==> config.mk <==
export PLATFORM = sky130hd
export DESIGN_NAME = ccr_core_clock_reset
export DESIGN_NICKNAME = d
export VERILOG_FILES = /design/src/design/ccr_pkg.sv /design/src/design/ccr_core_clock_reset.sv /design/src/design/ccr_axil_slave.sv
export VERILOG_INCLUDE_DIRS = /design/src /design/src/design
export SDC_FILE = /design/constraint.sdc
export NUM_CORES = 1
export LEC_CHECK = 0
export BUFFER_PORTS_ARGS = -buffer_cell sky130_fd_sc_hd__buf_2
export CAP_MARGIN = 40
export CORE_ASPECT_RATIO = 0.6
export CORE_MARGIN = 1
export CORE_UTILIZATION = 35
export DETAILED_ROUTE_END_ITERATION = 10
export PLACE_DENSITY = 0.7
export SLEW_MARGIN = 20
export SYNTH_ARGS = -nofsm -noshare
export SYNTH_HDL_FRONTEND = slang
export SYNTH_SLANG_ARGS = --single-unit
export TNS_END_PERCENT = 30
==> constraint.sdc <==
create_clock -name clk_i -period 2.9 [get_ports clk_i]
set_clock_uncertainty 0.15 [all_clocks]
set_input_delay 0.29 -clock clk_i [delete_from_list [all_inputs] [get_ports clk_i]]
set_output_delay 0.29 -clock clk_i [all_outputs]
set_load 0.01 [all_outputs]
==> src/design/ccr_map.svh <==
`ifndef CCR_MAP_SVH
`define CCR_MAP_SVH

// ------------------------------
// Register offsets
// ------------------------------
`define CCR_CTL_OFFSET     4'h0
`define CCR_STATUS_OFFSET  4'h4

// ------------------------------
// Power management control fields
// ------------------------------
`define CCR_MULT_LSB       0
`define CCR_MULT_MSB       5
`define CCR_DIV_LSB        8
`define CCR_DIV_MSB        9
`define CCR_PIN_FN_BIT     12
`define CCR_BYPASS_BIT     15
`define CCR_CTL_MASK       32'h0000_933f

// ------------------------------
// Status fields
// ------------------------------
`define CCR_ST_RATIO_LSB   0
`define CCR_ST_RATIO_MSB   1
`define CCR_ST_RUN_BIT     2
`define CCR_ST_LOCK_BIT    3
`define CCR_ST_SRC_BIT     4

// ------------------------------
// Reset values and ratios
// ------------------------------
`define CCR_CTL_RESET      32'h0000_0000
`define CCR_RATIO_3_1      2'h0
`define CCR_RATIO_16_1     2'h1
`define CCR_RATIO_8_1      2'h2
`define CCR_RATIO_RSVD     2'h3
`define CCR_MULT_3         6'h03
`define CCR_MULT_16        6'h10
`define CCR_MULT_8         6'h08
`define CCR_MULT_1         6'h01
`define CCR_DIV_1          2'h0

// ------------------------------
// Timing, in reference clock cycles
// ------------------------------
`define CCR_LOCK_CYCLES    13'h1000

// ------------------------------
// Bus responses
// ------------------------------
`define CCR_RESP_OKAY      2'h0
`define CCR_RESP_SLVERR    2'h2

`endif

==> src/design/ccr_pkg.sv <==
`default_nettype none

package ccr_pkg;

    // ------------------------------
    // Sequencer states
    // ------------------------------
    typedef enum logic [1:0] {
        ST_HOLD,
        ST_LOCK,
        ST_RUN
    } ccr_state_type;

    // ------------------------------
    // Register write request
    // ------------------------------
    typedef struct packed {
        logic [3:0]  addr;
        logic [31:0] data;
        logic [3:0]  strb;
    } ccr_wreq_type;

endpackage

`default_nettype wire

==> src/design/ccr_core_clock_reset.sv <==
// Operation
// - The ratio-select pins choose whether the core runs from the PLL or the reference clock.
// - The start-up core frequency comes from the ratio-select pins sampled after reset.
// - After core reset, software may rewrite PLL multiplier and divider in the control register.
// - Control bit 12 picks reset-out or PLL clock on the shared pin, reset-out by default.
// - With reset-out picked, the shared pin shows the internal core reset state.
// - Fetch from the reset vector starts only after 4096 reference cycles of PLL lock wait.
// - Ratio pins decode 00 to 3:1, 01 to 16:1, 10 to 8:1, and 11 is reserved.

`default_nettype none

`include "ccr_map.svh"

module ccr_core_clock_reset (
    // Reference clock, reset, enable
    input  wire logic          clk_i,
    input  wire logic          reset_n_i,
    input  wire logic          ce_i,
    // Pins
    input  wire logic [1:0]    ratio_select_pins_i,
    input  wire logic          pll_clock_level_i,
    // Core control
    output logic               core_reset_n_o,
    output logic               fetch_start_o,
    output logic               core_clk_from_pll_o,
    output logic [5:0]         pll_mult_o,
    output logic [1:0]         pll_div_o,
    output logic               reset_out_pin_o,
    // AXI4-Lite write
    input  wire logic [3:0]    s_axi_awaddr_i,
    input  wire logic          s_axi_awvalid_i,
    output logic               s_axi_awready_o,
    input  wire logic [31:0]   s_axi_wdata_i,
    input  wire logic [3:0]    s_axi_wstrb_i,
    input  wire logic          s_axi_wvalid_i,
    output logic               s_axi_wready_o,
    output logic [1:0]         s_axi_bresp_o,
    output logic               s_axi_bvalid_o,
    input  wire logic          s_axi_bready_i,
    // AXI4-Lite read
    input  wire logic [3:0]    s_axi_araddr_i,
    input  wire logic          s_axi_arvalid_i,
    output logic               s_axi_arready_o,
    output logic [31:0]        s_axi_rdata_o,
    output logic [1:0]         s_axi_rresp_o,
    output logic               s_axi_rvalid_o,
    input  wire logic          s_axi_rready_i
);

    logic                      rst_meta_q;
    logic                      rst_n_q;
    ccr_pkg::ccr_state_type    state_q;
    logic [12:0]               lock_cnt_q;
    logic [1:0]                ratio_q;
    logic [31:0]               ctl_q;
    logic                      core_reset_n_q;
    logic                      fetch_q;
    logic                      src_pll_q;
    logic [5:0]                mult_q;
    logic [1:0]                div_q;
    logic                      pin_q;
    logic                      wr_en;
    ccr_pkg::ccr_wreq_type     wr_req;
    logic                      wr_ok;
    logic [3:0]                rd_addr;
    logic [31:0]               rd_data;
    logic                      rd_ok;
    logic [31:0]               strb_mask;
    logic                      lock_done;

    // ------------------------------
    // Reset release
    // ------------------------------
    always_ff @(posedge clk_i or negedge reset_n_i) begin
        if (!reset_n_i) begin
            rst_meta_q <= 1'b0;
            rst_n_q    <= 1'b0;
        end else begin
            rst_meta_q <= 1'b1;
            rst_n_q    <= rst_meta_q;
        end
    end

    // ------------------------------
    // Start-up sequencer
    // ------------------------------
    assign lock_done = (lock_cnt_q == `CCR_LOCK_CYCLES - 13'h0001);

    always_ff @(posedge clk_i or negedge rst_n_q) begin
        if (!rst_n_q) begin
            state_q    <= ccr_pkg::ST_HOLD;
            lock_cnt_q <= 13'h0000;
        end else if (ce_i) begin
            case (state_q)
                ccr_pkg::ST_HOLD: begin
                    state_q    <= ccr_pkg::ST_LOCK;
                    lock_cnt_q <= 13'h0000;
                end
                ccr_pkg::ST_LOCK: begin
                    if (lock_done) begin
                        state_q <= ccr_pkg::ST_RUN;
                    end else begin
                        lock_cnt_q <= lock_cnt_q + 13'h0001;
                    end
                end
                ccr_pkg::ST_RUN: begin
                    state_q <= ccr_pkg::ST_RUN;
                end
                default: begin
                    state_q <= ccr_pkg::ST_HOLD;
                end
            endcase
        end
    end

    always_ff @(posedge clk_i or negedge rst_n_q) begin
        if (!rst_n_q) begin
            core_reset_n_q <= 1'b0;
            fetch_q        <= 1'b0;
        end else if (ce_i) begin
            fetch_q        <= (state_q == ccr_pkg::ST_LOCK) && lock_done;
            core_reset_n_q <= core_reset_n_q ||
                              ((state_q == ccr_pkg::ST_LOCK) && lock_done);
        end
    end

    // ------------------------------
    // Ratio sampling
    // ------------------------------
    // capture pins after release
    always_ff @(posedge clk_i or negedge rst_n_q) begin
        if (!rst_n_q) begin
            ratio_q <= `CCR_RATIO_3_1;
        end else if (ce_i && state_q == ccr_pkg::ST_HOLD) begin
            ratio_q <= ratio_select_pins_i;
        end
    end

    // ------------------------------
    // Control register
    // ------------------------------
    for (genvar b = 0; b < 4; b++) begin : g_strb
        assign strb_mask[8*b +: 8] = {8{wr_req.strb[b]}};
    end

    assign wr_ok = (wr_req.addr == `CCR_CTL_OFFSET);

    always_ff @(posedge clk_i or negedge rst_n_q) begin
        if (!rst_n_q) begin
            ctl_q <= `CCR_CTL_RESET;
        end else if (ce_i) begin
            if (state_q == ccr_pkg::ST_HOLD) begin
                case (ratio_select_pins_i)
                    `CCR_RATIO_3_1:  ctl_q[`CCR_MULT_MSB:`CCR_MULT_LSB] <= `CCR_MULT_3;
                    `CCR_RATIO_16_1: ctl_q[`CCR_MULT_MSB:`CCR_MULT_LSB] <= `CCR_MULT_16;
                    `CCR_RATIO_8_1:  ctl_q[`CCR_MULT_MSB:`CCR_MULT_LSB] <= `CCR_MULT_8;
                    default:         ctl_q[`CCR_MULT_MSB:`CCR_MULT_LSB] <= `CCR_MULT_1;
                endcase
                ctl_q[`CCR_DIV_MSB:`CCR_DIV_LSB] <= `CCR_DIV_1;
                ctl_q[`CCR_BYPASS_BIT] <= (ratio_select_pins_i == `CCR_RATIO_RSVD);
            end else if (wr_en && wr_ok && state_q == ccr_pkg::ST_RUN) begin
                ctl_q <= (ctl_q & ~(strb_mask & `CCR_CTL_MASK)) |
                         (wr_req.data & strb_mask & `CCR_CTL_MASK);
            end
        end
    end

    // ------------------------------
    // Clock source and shared pin
    // ------------------------------
    always_ff @(posedge clk_i or negedge rst_n_q) begin
        if (!rst_n_q) begin
            src_pll_q <= 1'b0;
            mult_q    <= `CCR_MULT_1;
            div_q     <= `CCR_DIV_1;
            pin_q     <= 1'b0;
        end else if (ce_i) begin
            src_pll_q <= !ctl_q[`CCR_BYPASS_BIT];
            mult_q    <= ctl_q[`CCR_MULT_MSB:`CCR_MULT_LSB];
            div_q     <= ctl_q[`CCR_DIV_MSB:`CCR_DIV_LSB];
            if (ctl_q[`CCR_PIN_FN_BIT]) begin
                pin_q <= pll_clock_level_i;
            end else begin
                pin_q <= core_reset_n_q;
            end
        end
    end

    // ------------------------------
    // Read mux
    // ------------------------------
    always_comb begin
        rd_data = 32'h0000_0000;
        rd_ok   = 1'b1;
        case (rd_addr)
            `CCR_CTL_OFFSET: begin
                rd_data = ctl_q;
            end
            `CCR_STATUS_OFFSET: begin
                rd_data[`CCR_ST_RATIO_MSB:`CCR_ST_RATIO_LSB] = ratio_q;
                rd_data[`CCR_ST_RUN_BIT]  = (state_q == ccr_pkg::ST_RUN);
                rd_data[`CCR_ST_LOCK_BIT] = (state_q == ccr_pkg::ST_LOCK);
                rd_data[`CCR_ST_SRC_BIT]  = src_pll_q;
            end
            default: begin
                rd_ok = 1'b0;
            end
        endcase
    end

    ccr_axil_slave u_bus (
        .clk_i     (clk_i),
        .rst_n_i   (rst_n_q),
        .ce_i      (ce_i),
        .awaddr_i  (s_axi_awaddr_i),
        .awvalid_i (s_axi_awvalid_i),
        .awready_o (s_axi_awready_o),
        .wdata_i   (s_axi_wdata_i),
        .wstrb_i   (s_axi_wstrb_i),
        .wvalid_i  (s_axi_wvalid_i),
        .wready_o  (s_axi_wready_o),
        .bresp_o   (s_axi_bresp_o),
        .bvalid_o  (s_axi_bvalid_o),
        .bready_i  (s_axi_bready_i),
        .araddr_i  (s_axi_araddr_i),
        .arvalid_i (s_axi_arvalid_i),
        .arready_o (s_axi_arready_o),
        .rdata_o   (s_axi_rdata_o),
        .rresp_o   (s_axi_rresp_o),
        .rvalid_o  (s_axi_rvalid_o),
        .rready_i  (s_axi_rready_i),
        .wr_en_o   (wr_en),
        .wr_req_o  (wr_req),
        .wr_ok_i   (wr_ok),
        .rd_addr_o (rd_addr),
        .rd_data_i (rd_data),
        .rd_ok_i   (rd_ok)
    );

    assign core_reset_n_o      = core_reset_n_q;
    assign fetch_start_o       = fetch_q;
    assign core_clk_from_pll_o = src_pll_q;
    assign pll_mult_o          = mult_q;
    assign pll_div_o           = div_q;
    assign reset_out_pin_o     = pin_q;

endmodule // ccr_core_clock_reset

`default_nettype wire

==> src/design/ccr_axil_slave.sv <==
`default_nettype none

`include "ccr_map.svh"

module ccr_axil_slave (
    // Clock and reset
    input  wire logic                  clk_i,
    input  wire logic                  rst_n_i,
    input  wire logic                  ce_i,
    // Write address and data
    input  wire logic [3:0]            awaddr_i,
    input  wire logic                  awvalid_i,
    output logic                       awready_o,
    input  wire logic [31:0]           wdata_i,
    input  wire logic [3:0]            wstrb_i,
    input  wire logic                  wvalid_i,
    output logic                       wready_o,
    // Write response
    output logic [1:0]                 bresp_o,
    output logic                       bvalid_o,
    input  wire logic                  bready_i,
    // Read address and data
    input  wire logic [3:0]            araddr_i,
    input  wire logic                  arvalid_i,
    output logic                       arready_o,
    output logic [31:0]                rdata_o,
    output logic [1:0]                 rresp_o,
    output logic                       rvalid_o,
    input  wire logic                  rready_i,
    // Register side
    output logic                       wr_en_o,
    output ccr_pkg::ccr_wreq_type      wr_req_o,
    input  wire logic                  wr_ok_i,
    output logic [3:0]                 rd_addr_o,
    input  wire logic [31:0]           rd_data_i,
    input  wire logic                  rd_ok_i
);

    logic                  aw_rdy_q;
    logic                  w_rdy_q;
    logic                  ar_rdy_q;
    logic                  bvalid_q;
    logic                  rvalid_q;
    logic [1:0]            bresp_q;
    logic [1:0]            rresp_q;
    logic [31:0]           rdata_q;
    logic [3:0]            awaddr_q;
    logic [31:0]           wdata_q;
    logic [3:0]            wstrb_q;
    logic                  do_write;

    // ------------------------------
    // Write channels
    // ------------------------------
    assign do_write = ce_i && !aw_rdy_q && !w_rdy_q && !bvalid_q;

    always_ff @(posedge clk_i or negedge rst_n_i) begin
        if (!rst_n_i) begin
            aw_rdy_q <= 1'b1;
            awaddr_q <= 4'h0;
        end else if (ce_i) begin
            if (aw_rdy_q && awvalid_i) begin
                aw_rdy_q <= 1'b0;
                awaddr_q <= awaddr_i;
            end else if (bvalid_q && bready_i) begin
                aw_rdy_q <= 1'b1;
            end
        end
    end

    always_ff @(posedge clk_i or negedge rst_n_i) begin
        if (!rst_n_i) begin
            w_rdy_q <= 1'b1;
            wdata_q <= 32'h0000_0000;
            wstrb_q <= 4'h0;
        end else if (ce_i) begin
            if (w_rdy_q && wvalid_i) begin
                w_rdy_q <= 1'b0;
                wdata_q <= wdata_i;
                wstrb_q <= wstrb_i;
            end else if (bvalid_q && bready_i) begin
                w_rdy_q <= 1'b1;
            end
        end
    end

    always_ff @(posedge clk_i or negedge rst_n_i) begin
        if (!rst_n_i) begin
            bvalid_q <= 1'b0;
            bresp_q  <= `CCR_RESP_OKAY;
        end else if (ce_i) begin
            if (do_write) begin
                bvalid_q <= 1'b1;
                bresp_q  <= wr_ok_i ? `CCR_RESP_OKAY : `CCR_RESP_SLVERR;
            end else if (bready_i) begin
                bvalid_q <= 1'b0;
            end
        end
    end

    // ------------------------------
    // Read channels
    // ------------------------------
    always_ff @(posedge clk_i or negedge rst_n_i) begin
        if (!rst_n_i) begin
            ar_rdy_q <= 1'b1;
            rvalid_q <= 1'b0;
            rdata_q  <= 32'h0000_0000;
            rresp_q  <= `CCR_RESP_OKAY;
        end else if (ce_i) begin
            if (ar_rdy_q && arvalid_i) begin
                ar_rdy_q <= 1'b0;
                rvalid_q <= 1'b1;
                rdata_q  <= rd_ok_i ? rd_data_i : 32'h0000_0000;
                rresp_q  <= rd_ok_i ? `CCR_RESP_OKAY : `CCR_RESP_SLVERR;
            end else if (rvalid_q && rready_i) begin
                ar_rdy_q <= 1'b1;
                rvalid_q <= 1'b0;
            end
        end
    end

    assign wr_en_o       = do_write;
    assign wr_req_o.addr = awaddr_q;
    assign wr_req_o.data = wdata_q;
    assign wr_req_o.strb = wstrb_q;
    assign rd_addr_o     = araddr_i;
    assign awready_o     = aw_rdy_q;
    assign wready_o      = w_rdy_q;
    assign arready_o     = ar_rdy_q;
    assign bvalid_o      = bvalid_q;
    assign bresp_o       = bresp_q;
    assign rvalid_o      = rvalid_q;
    assign rresp_o       = rresp_q;
    assign rdata_o       = rdata_q;

endmodule // ccr_axil_slave

`default_nettype wire

# After elaboration in Yosys (flattened, before gate mapping)
# Index checks and enable logic that the tools add are counted.
totals:
  register_bits: 126
  latch_bits: 0
  mem_bits_rw: 0
  mem_bits_ro: 0
  in_bits: 55
  output_inout_bits: 53
  memories: 0
op_classes:
  n_addsub: 1
  multipliers: 0
  div_mod_pow: 0
  magnitude_cmp: 0
  eq_ne: 9
  shifts: 0
  n_mux: 25
  n_bitwise: 5
  n_reduce_logical: 40
ops:
  columns: ["cell", "count"]
  rows:
  - ["32-bit bitwise AND", 1]
  - ["32-bit 2-to-1 mux", 1]
  - ["16-bit NOT with 32-bit output", 1]
  - ["32-bit by 16-bit bitwise OR with 32-bit output", 1]
  - ["27-bit 2-to-1 mux", 1]
  - ["13-bit one-hot mux with 2 select lines", 1]
  - ["2-bit AND reduction", 10]
  - ["16-bit bitwise AND", 1]
  - ["16-bit 2-to-1 mux", 1]
  - ["5-bit one-hot mux with 3 select lines", 1]
  - ["13-bit by 1-bit adder with 13-bit output (second input constant)", 1]
  - ["13-bit by 12-bit == test with 1-bit output (second input constant)", 1]
  - ["13-bit 2-to-1 mux", 1]
  - ["1-bit logical AND", 12]
  - ["1-bit 2-to-1 mux", 12]
  - ["2-bit nonzero test", 6]
  - ["5-bit one-hot mux with 2 select lines", 1]
  - ["4-bit logical NOT", 2]
  - ["2-bit 2-to-1 mux", 4]
  - ["2-bit == test (second input constant)", 3]
  - ["6-bit 2-to-1 mux", 1]
  - ["2-bit one-hot mux with 3 select lines", 1]
  - ["3-bit AND reduction", 2]
  - ["2-bit by 1-bit == test with 1-bit output (second input constant)", 2]
  - ["other kinds (7)", 12]

# Longest topological paths before layout
# Gate-level depths: netlist of run 1.
logic_depth:
  ltp_word: 8
  mapped_depth: 7

# Hierarchy
# Synthesis of run 1 repeated with hierarchy kept, for this count alone.
hier_totals:
  hier_cells: 462
  area_unflattened_um2: 5425.2
modules_own_cells:
  columns: ["module", "n_inst", "cells_each", "area_each_um2", "seq_area_each_um2"]
  rows:
  - ["ccr_axil_slave", 1, 253, 3258.1, 1980.6]
  - ["ccr_core_clock_reset", 1, 209, 2167.1, 1027.2]

# Least setup slack after synthesis of run 1
# OpenSTA, ideal clock, no wires.
synth_path:
  kind: "register to register"
  startpoint: "reg lock_cnt_q[0]"
  endpoint: "reg lock_cnt_q[10]"
  setup_ps: 124
  t_arrival_ps: 1580
  t_required_ps: 2626
  slack_ps: 1046
  stages_incl_launch_ff: 7
  path_buffers: 1
  cell_sequence: "dfrtp_1 > ha_1 > nand4_1 > nor2_1 > a31o_2 > buf_4 > a211o_1"
synth_via:
  elab_chain_cells: 3
  elab_cells_between_ends: 6
synth_lines:
  columns: ["element", "line_no", "source"]
  rows:
  - ["from (decl)", "ccr_core_clock_reset.sv:53", "logic [12:0] lock_cnt_q;"]
  - ["from (signal assigned)", "ccr_core_clock_reset.sv:103", "lock_cnt_q <= lock_cnt_q + 13'h0001;"]
  - ["13-bit by 1-bit adder with 13-bit output / 13-bit by 12-bit == test with 1-bit output (equally long branches)", "ccr_core_clock_reset.sv:103, ccr_core_clock_reset.sv:87", null]
  - ["13-bit 2-to-1 mux / 2-bit != test (equally long branches)", null, null]
  - ["13-bit one-hot mux with 2 select lines / 3-bit AND reduction (equally long branches)", null, null]
# Several ways; a longest one is shown, not always the timed one. The select of a mux whose other input is x is not followed.
# A chain may end at the register's enable or synchronous reset.

# Final worst setup path of run 1
layout_path:
  startpoint: "reg lock_cnt_q[0]"
  endpoint: "reg lock_cnt_q[0]"
# Same word-level chain as after synthesis.

==> impl_metrics.yaml, run 1 <==
run_status:
  status: "finished clean"
setup_path:
  crit_required_ps: 2980
  startpoint_type: "register"
  rr_startpoint: "lock_cnt_q[0]$_DFFE_PN0P_"
  critPathCaptureType: "register"
  crit_fanout: 12
  critPathLaunch: "lock_cnt_q[0]$_DFFE_PN0P_"
  crit_type: "register to register"
  reg2reg_slack_ps: 710
  r2r_end: "lock_cnt_q[0]$_DFFE_PN0P_"
  critPathArrivalTime_ps: 2260
  cp-endpoint: "lock_cnt_q[0]$_DFFE_PN0P_"
  reg2regPathDepth: 5
logic_synthesis:
  ys_seq_area_frac: 0.531
  synth_edf_count: 0
  ys.flop_type: "dfrtp_1"
  synth.cell_area_sq_um: 3500
  syn_avg_cell_area_sq_um: 11.6
  synth_cell_types: 54
  synthCells: 301
  ys_ff_latch: 74
  ys_warn_count: 0
  synth-async-reset-ratio: 1.00
die:
  core_area_sq_um: 9430
  start_util: 0.371
  ioPinCount: 108
  fp.dieW_microns: 131
  die_h_microns: 79.4
  dieArea_sq_um: 10400
  row_count: 27
clock_tree:
  post_cts_resize_count: 0
  cts_made_buffers: 9
  path_clk_slew_ps: 50
  clockBufferDepth: 2
  clk_latency_ps: 340
  clock-sinks: 74
  postCtsSetupBuffers: 0
  cts-root-buf: "clkbuf_16"
  cts_tree: "done"
  cts_hold_buffers: 2
  htreeDepth: 3
sta:
  setup_ws_ps: 711
  max_slew_margin: 0.567
  post-route-min-period_ps: 2190
  slew_violations: 0
  finalCritPeriodShare: 0.755
  setup_viol: 0
  finalHoldViolCount: 0
  tightest_slew_ps: 647
  fmax_ghz: 0.457
  rsz0062_at_grt: "false"
  tns_ps: 0
place:
  gp_congestion: 0.797
  place_ws_ps: 735
  dp.cells: 484
  hpwl_microns: 5300
  dpl_cell_area_sq_um: 3870
  portBuffers: 59
finish:
  drive_gt1_frac: 0.325
  insertedDiodeCount: 0
  fin_nets: 430
  multi_input_area_sq_um: 1460
  fillCellCount: 889
  regArea_sq_um: 1860
  post-route-util: 0.447
  syn2layout_area_growth_pct: 20.6
  final_cell_count_no_fill: 502
  fin_area_sq_um: 4220
grt:
  grt-busiest-layer: "met2"
  met2_usage: 0.222
  antenna_found_initial: 1
  use_met3: 0.0650
  grt-ovfl-total: 0
  grt_start_max_net_pins: 66
  grt.total_usage: 0.157
  use_met1: 0.215
  grt_pass1_vias: 2363
  grt_pass1_wl_microns: 12000
hold_path:
  min-delay-path-class: "input pin to register"
drt:
  wl_per_cell_microns: 14.4
  totalWireLength_microns: 7250
  drt_iter0_drc: 181
  drt_first_pass_iters: 4
  ant_nets: 0
  post_drt_via_cell_ratio: 4.94
  drcViolationCount: 0
  via_count: 2481
power:
  total_leakage_power_uw: 0.00204
  powerDensity_nw_per_um2: 733
  ir_drop_uv: 448
job:
  maxCapViolations: 0
-- routing by layer --
layer	share of wire	vias to the layer above
li1	-	1188
met1	0.49	1213
met2	0.42	68
met3	0.072	10
met4	0.014	2
met5	0.0012	-
-- synthesized netlist by cell type, types with 5 or more instances --
cell	instances	share of area
a21oi_1	8	0.011
a221o_1	6	0.017
a22o_1	10	0.025
buf_4	26	0.056
clkbuf_1	6	0.0064
dfrtp_1	70	0.50
ha_1	8	0.029
inv_1	11	0.012
mux2_2	25	0.080
nand2_1	23	0.025
nand3_1	7	0.010
nand4_1	5	0.0089
nor2_1	15	0.016
nor3_1	6	0.0086
o21ai_0	9	0.013
o22a_1	6	0.015
-- cell usage in the layout (no fill, tap or decap), types with 2 or more instances in the layout --
master,n
dfrtp_1,69
buf_2,59
mux2_2,25
conb_1,25
nand2_1,23
nor2_1,15
inv_1,11
a22o_1,10
o21ai_0,9
clkbuf_16,9
a21oi_1,8
ha_1,8
nand3_1,7
nor3_1,6
o22a_1,6
a221o_1,6
nand4_1,5
mux2i_1,4
and2_0,4
buf_4,4
dfstp_2,4
o21a_1,3
nor4_1,3
a21o_1,2
and3_1,2
a31o_2,2
a211o_1,2
or3_1,2
a211oi_1,2
o32ai_1,2
clkinv_4,2
bufinv_16,2
dlygate4sd3_1,2
-- final cells by class --
cell class / count / share of cell area
Multi-Input combinational cell: 205 / 0.346
Inverter: 11 / 0.00979
Timing Repair Buffer: 66 / 0.0866
Tap cell: 130 / 0.0386
Sequential cell: 74 / 0.441
Clock buffer: 10 / 0.0567
Clock inverter: 6 / 0.0214
-- worst max-delay path, stage by stage (launching register included) --
cell	delay, ps
dfrtp_1	380
ha_1	240
nand4_1	250
nor2_1	280
a31o_2	390
mux2_2	380
-- how the worst min path moves through the flow --
stage | from | to | cells past startpoint
floorplan | reset_n_i | rst_meta_q$_DFF_PN0_ | 0
global placement | reset_n_i | rst_meta_q$_DFF_PN0_ | 1
detailed placement | reset_n_i | rst_meta_q$_DFF_PN0_ | 1
CTS | s_axi_wdata_i[3] | u_bus.wdata_q[3]$_DFFE_PN0P_ | 2
global route | s_axi_wstrb_i[1] | u_bus.wstrb_q[1]$_DFFE_PN0P_ | 2
finish | s_axi_awaddr_i[3] | u_bus.awaddr_q[3]$_DFFE_PN0P_ | 2
-- stage by stage --
step / hold slack [ps] / power (uW)
CTS: 17.4 / 3130
global route: 19.1 / 3270
floorplan: -156 / 1780
finish: 26.3 / 3090
global placement: -76.0 / 1880
detailed placement: -73.6 / 1910
-- where the power goes --
group	internal, uW	switching (uW)	total (uW)
sequential	1240	174	1410
clock	777	430	1210
combinational	250	224	474
total	2270	828	3090
-- kinds of logic after synthesis --
kind of cell               synth area share
AOI/OAI and AO/OA                     0.132
adders and majority gates            0.0286
buffers and inverters                0.0762
DFF                                   0.531
muxes                                0.0994
other                               0.00215
and+or+nand+nor                       0.131
-- sequential cells by signal (all words and copies together) (netlist names), 2 cells and up, named ones only --
signal and flops:
ctl_q 9, lock_cnt_q 13, pll_div_o 2, pll_mult_o 6, ratio_q 2, state_q 2, u_bus.awaddr_q 4, u_bus.rdata_o 10
u_bus.wdata_q 10, u_bus.wstrb_q 2
No activity file was read; power rests on OpenSTA's default activity.
==> inputs of run 2 (changes only) <==
--- a/config.mk
+++ b/config.mk
@@ -6,6 +6,7 @@
 export SDC_FILE = /design/constraint.sdc
 export NUM_CORES = 1
 export LEC_CHECK = 0
+export ABC_AREA = 1
 export BUFFER_PORTS_ARGS = -buffer_cell sky130_fd_sc_hd__buf_2
 export CAP_MARGIN = 40
 export CORE_ASPECT_RATIO = 0.6
==> constraint.sdc (replaced) <==
create_clock -name clk_i -period 2.05 [get_ports clk_i]
set_clock_uncertainty 0.15 [all_clocks]
set_input_delay 0.205 -clock clk_i [delete_from_list [all_inputs] [get_ports clk_i]]
set_output_delay 0.205 -clock clk_i [all_outputs]
set_load 0.01 [all_outputs]
==> impl_metrics.yaml, run 2 <==
grt:
  grt_start_max_net_pins: 73
  antenna_found_initial: 0
  grt-busiest-layer: "met1"
  met2_usage: 0.225
  grt_pass1_vias: 2743
  grt.total_usage: 0.164
  grt-ovfl-total: 0
  use_met3: 0.0488
  grt_pass1_wl_microns: 13700
  use_met1: 0.247
clock_tree:
  htreeDepth: 3
  cts-root-buf: "clkbuf_16"
  clock-sinks: 74
  clk_latency_ps: 340
  path_clk_slew_ps: 60
  post_cts_resize_count: 0
  cts_made_buffers: 9
  postCtsSetupBuffers: 0
  clockBufferDepth: 2
  cts_tree: "done"
setup_path:
  rr_startpoint: "lock_cnt_q[1]$_DFFE_PN0P_"
  crit_required_ps: 2130
  crit_fanout: 5
  critPathCaptureType: "register"
  r2r_end: "lock_cnt_q[8]$_DFFE_PN0P_"
  crit_type: "register to register"
  critPathArrivalTime_ps: 1820
  critPathSlowestCell: "dfrtp_1"
  reg2reg_slack_ps: 310
  max_stage_delay_ps: 390
  path_buf_inv: 0
  startpoint_type: "register"
  reg2regPathDepth: 8
  critPathMostFrequentCell: "nand2_1"
  crit_family: "simple AND/OR/NAND/NOR gates"
  path_cells: "ha_1 > nand2_2 > nor2_1 > nand2_1 > o21ai_0 > nor2_1 > nand2_1 > nand2_1"
sta:
  fmax_ghz: 0.575
  setup_ws_ps: 311
  rsz0062_at_grt: "false"
  finalCritPeriodShare: 0.848
  finalHoldViolCount: 0
  post-route-min-period_ps: 1740
  slew_violations: 0
  setup_viol: 0
  tns_ps: 0
die:
  start_util: 0.369
  fp.dieW_microns: 135
  row_count: 28
  ioPinCount: 108
  dieArea_sq_um: 11100
  core_area_sq_um: 10100
  die_h_microns: 81.9
finish:
  insertedDiodeCount: 0
  fin_nets: 599
  final_cell_count_no_fill: 676
  post-route-util: 0.464
  layout_common_cells: "nand2_1, dfrtp_1, buf_2, inv_1, nor2_1"
  largest_register_ffs: 13
  syn2layout_area_growth_pct: 25.7
  top_register: "lock_cnt_q"
  layout_commonest_cell: "nand2_1"
  fin_area_sq_um: 4680
  drive_gt1_frac: 0.200
logic_synthesis:
  yosysMostFrequentCell: "nand2_1"
  ys_seq_area_frac: 0.499
  synth_common_cells: "nand2_1, dfrtp_1, inv_1, nor2_1, a21oi_1"
  ys.flop_type: "dfrtp_1"
  ys_ff_latch: 74
  synthCells: 448
  synth_cell_types: 32
  ys_warn_count: 0
  syn_avg_cell_area_sq_um: 8.31
  synth-async-reset-ratio: 1.00
  synth_top_area_frac: 0.470
  synth.largest_area_cell: "dfrtp_1"
  synth_edf_count: 0
  synth.cell_area_sq_um: 3720
  netlist_top_cells_area: "dfrtp_1, nand2_1, buf_4, inv_1, nor2_1"
drt:
  totalWireLength_microns: 8350
  wl_per_cell_microns: 12.3
  post_drt_via_cell_ratio: 4.55
  drcViolationCount: 0
  drt_iter0_drc: 171
  drt_first_pass_iters: 4
  via_count: 3076
  ant_nets: 0
place:
  dpl_cell_area_sq_um: 4130
  place_ws_ps: 312
  dp.cells: 640
  portBuffers: 59
  hpwl_microns: 6130
  gp_congestion: 0.839
job:
  maxCapViolations: 0
run_status:
  status: "finished clean"
power:
  powerDensity_nw_per_um2: 1150
  total_leakage_power_uw: 0.00234
  ir_drop_uv: 631
hold_path:
  min-delay-path-class: "input pin to asynchronous set/reset pin"
## run 2: changes by cell type after synthesis, sizes merged, moves of 6 or more
| cell | before | now |
|---|---|---|
| nand3 | 8 | 29 |
| o22a | 6 | 0 |
| a21oi | 8 | 28 |
| nor2 | 17 | 49 |
| nor3 | 6 | 0 |
| a22o | 10 | 2 |
| inv | 11 | 51 |
| a221o | 6 | 0 |
| o21ai | 11 | 28 |
| mux2 | 27 | 6 |
| nand2 | 23 | 118 |
## run 2: cell type report
class | instances | area [sq um]
inverter | 51 | 191
timing repair buffer | 89 | 583
multi-input combinational | 311 | 1530
tap | 135 | 169
fill | 961 | 5410
clock inverter | 4 | 97.6
sequential | 74 | 1860
clock buffer | 12 | 256
## run 2: how the worst max path moves through the flow
stage                                         start                        end  slack [ps]  cells past startpoint
after floorplan              state_q[1]$_DFFE_PN0P_  lock_cnt_q[9]$_DFFE_PN0P_         490                      8
after CTS                    state_q[0]$_DFFE_PN0P_  lock_cnt_q[0]$_DFFE_PN0P_         320                      7
after global placement                         ce_i       ctl_q[9]$_DFFE_PN0P_         340                      8
after global routing      lock_cnt_q[0]$_DFFE_PN0P_  lock_cnt_q[8]$_DFFE_PN0P_         120                      8
after detailed placement                       ce_i       ctl_q[9]$_DFFE_PN0P_         310                      8
final                     lock_cnt_q[1]$_DFFE_PN0P_  lock_cnt_q[8]$_DFFE_PN0P_         310                      8
## run 2: power breakdown
part	internal (uW)	switching [uW]	leakage, uW
clock	1260	603	0.000169
sequential	1860	262	0.000920
combinational	552	865	0.00125
## run 2: cells by family after synthesis
kind of cell | count (synthesis) | synth area share
and+or+nand+nor | 205 | 0.240
buffers and inverters | 86 | 0.115
DFF | 74 | 0.499
AOI/OAI and AO/OA | 66 | 0.0971
adders and majority gates | 8 | 0.0269
muxes | 6 | 0.0181
other | 2 | 0.00202
xor gates and xnor gates | 1 | 0.00235
## run 2: stage by stage
step | hold WS (ps) | total power (uW)
floorplan | -241 | 3090
global placement | -160 | 3460
detailed placement | -159 | 3530
CTS | 19.3 | 5450
global route | 21.3 | 5780
finish | 26.2 | 5400
## run 2: timing repair
action                                  4_1_cts  5_1_grt
endpoints found under the hold margin        21        0
endpoints found under the setup margin        0        0
hold buffers                                 20        0
## run 2: metal layers
layer	routed length, microns	up-vias
met1	4390	1416
li1	-	1554
met4	77	0
met2	3340	95
met3	535	11
met5	0	-
==> inputs of run 3 (changes only) <==
==> constraint.sdc (replaced) <==
create_clock -name clk_i -period 1.8 [get_ports clk_i]
set_clock_uncertainty 0.15 [all_clocks]
set_input_delay 0.18 -clock clk_i [delete_from_list [all_inputs] [get_ports clk_i]]
set_output_delay 0.18 -clock clk_i [all_outputs]
set_load 0.01 [all_outputs]
==> impl_metrics.yaml, run 3 (synthesized netlist as in run 2, its figures left out) <==
finish:
  largest_register_ffs: 13
  fin_nets: 610
  top_register: "lock_cnt_q"
  layout_common_cells: "nand2_1, dfrtp_1, buf_2, inv_1, nor2_1"
  drive_gt1_frac: 0.223
  layout_commonest_cell: "nand2_1"
  insertedDiodeCount: 0
  syn2layout_area_growth_pct: 29.2
grt:
  grt.total_usage: 0.165
  grt_pass1_wl_microns: 13900
  grt_start_max_net_pins: 73
  grt_pass1_vias: 2898
  antenna_found_initial: 0
  grt-ovfl-total: 0
place:
  gp_congestion: 0.843
  hpwl_microns: 6130
  place_ws_ps: 83.8
  portBuffers: 59
power:
  total_leakage_power_uw: 0.00240
  powerDensity_nw_per_um2: 1280
  ir_drop_uv: 753
  pwr-share-clk: 0.327
  internal_power_uw: 4170
  comb_power_share: 0.277
  swShare: 0.324
  power_frac_seq: 0.395
  power.switching_uw: 2000
setup_path:
  critPathCaptureType: "register"
  critPathLaunch: "lock_cnt_q[0]$_DFFE_PN0P_"
  critPathArrivalTime_ps: 1880
  path_cells: "ha_4 > nand2_4 > nor2_4 > nand4_1 > buf_6 > nand2_2 > nand2_2 > nand2_1 > nand2_1"
  startpoint_type: "register"
  crit_fanout: 5
  crit_required_ps: 1870
  reg2regPathDepth: 9
  reg2reg_slack_ps: -5
  cp-endpoint: "state_q[0]$_DFFE_PN0P_"
  rr_startpoint: "lock_cnt_q[0]$_DFFE_PN0P_"
  max_stage_delay_ps: 440
  r2r_end: "state_q[0]$_DFFE_PN0P_"
  critPathSlowestCell: "dfrtp_1"
  crit_type: "register to register"
sta:
  slew_violations: 0
  tns_ps: -5.02
  setup_ws_ps: -5.02
  rsz0062_at_grt: "true"
  finalCritPeriodShare: 1.00
  finalHoldViolCount: 0
  fmax_ghz: 0.554
  setup_viol: 1
  post-route-min-period_ps: 1810
clock_tree:
  cts_tree: "done"
  cts_made_buffers: 9
  cts-root-buf: "clkbuf_16"
  htreeDepth: 3
  clk_latency_ps: 330
  clock-sinks: 74
  path_clk_slew_ps: 60
  clockBufferDepth: 2
drt:
  drcViolationCount: 0
  ant_nets: 0
  totalWireLength_microns: 8560
  post_drt_via_cell_ratio: 4.62
  via_count: 3173
  drt_first_pass_iters: 4
  wl_per_cell_microns: 12.5
  drt_iter0_drc: 192
die:
  die_h_microns: 81.9
  core_area_sq_um: 10100
  fp.dieW_microns: 135
  start_util: 0.369
  row_count: 28
  dieArea_sq_um: 11100
  ioPinCount: 108
job:
  maxCapViolations: 0
hold_path:
  hold_start: "s_axi_araddr_i[3]"
  min-delay-path-class: "input pin to register"
run_status:
  status: "finished, violations left"
  violations: "setup timing"
==> run 3: changes by cell type in the layout (fill, tap and decap cells not counted), sizes merged <==
cell         previous run  this run
clkbuf                 12        11
clkinv                  0         1
dlygate4sd3            20        22
buf                    69        78
==> run 3: routing by layer <==
layer | global-route usage | routed length (microns) | part of all wire
met1 | 0.238 | 4420 | 0.52
met2 | 0.234 | 3550 | 0.41
met3 | 0.0537 | 510 | 0.060
met4 | 0.0506 | 80 | 0.0093
met5 | 0 | 0 | 0
==> run 3: through the flow <==
step	instances	power, uW	area [sq um]	hold WS (ps)	utilization
after global routing	687	6580	4810	20.0	0.477
after global placement	645	3960	4170	-185	0.413
after floorplan	471	3520	3810	-266	-
after CTS	683	6120	4720	14.9	0.468
after detailed placement	645	4040	4170	-182	0.413
final	687	6180	4810	21.2	0.477
==> run 3: worst max-delay path: cells and delay by family (launching register included) <==
kind | cells | cell delay, ps
buffers and inverters | 1 | 230
adders and majority gates | 1 | 180
and+or+nand+nor | 7 | 700
DFF | 1 | 440
==> run 3: repair_timing <==
item                                   CTS  global route
setup buffers                            0             4
gates resized for setup                  0            15
hold buffers                            22             0
setup endpoints to repair                0            15
endpoints found under the hold margin   23             0
==> run 3: area by class of cell <==
cell class | count | area [sq um]
clock buffer | 11 | 233
clock inverter | 5 | 103
fill | 969 | 5280
inverter | 51 | 191
multi-input combinational | 311 | 1580
sequential | 74 | 1860
tap | 135 | 169
timing repair buffer | 100 | 674
==> run 3: power groups by stage <==
stage | sequential (uW) | combinational, uW | clock (uW)
3_5_place_dp | 2450 | 1580 | 0
5_1_grt | 2490 | 1940 | 2150
6_report | 2440 | 1710 | 2020
2_1_floorplan | 2420 | 1100 | 0
4_1_cts | 2430 | 1630 | 2060
3_3_place_gp | 2430 | 1530 | 0
==> run 3: how the worst min path moves through the flow <==
stage                                   end  slack [ps]  cells after the start
2_1_floorplan          rst_meta_q$_DFF_PN0_        -270                      0
3_3_place_gp           rst_meta_q$_DFF_PN0_        -190                      1
3_5_place_dp           rst_meta_q$_DFF_PN0_        -180                      1
4_1_cts        u_bus.rresp_o[1]$_DFFE_PN0P_          10                      3
5_1_grt        u_bus.rresp_o[1]$_DFFE_PN0P_          20                      3
6_report       u_bus.rresp_o[1]$_DFFE_PN0P_          20                      3
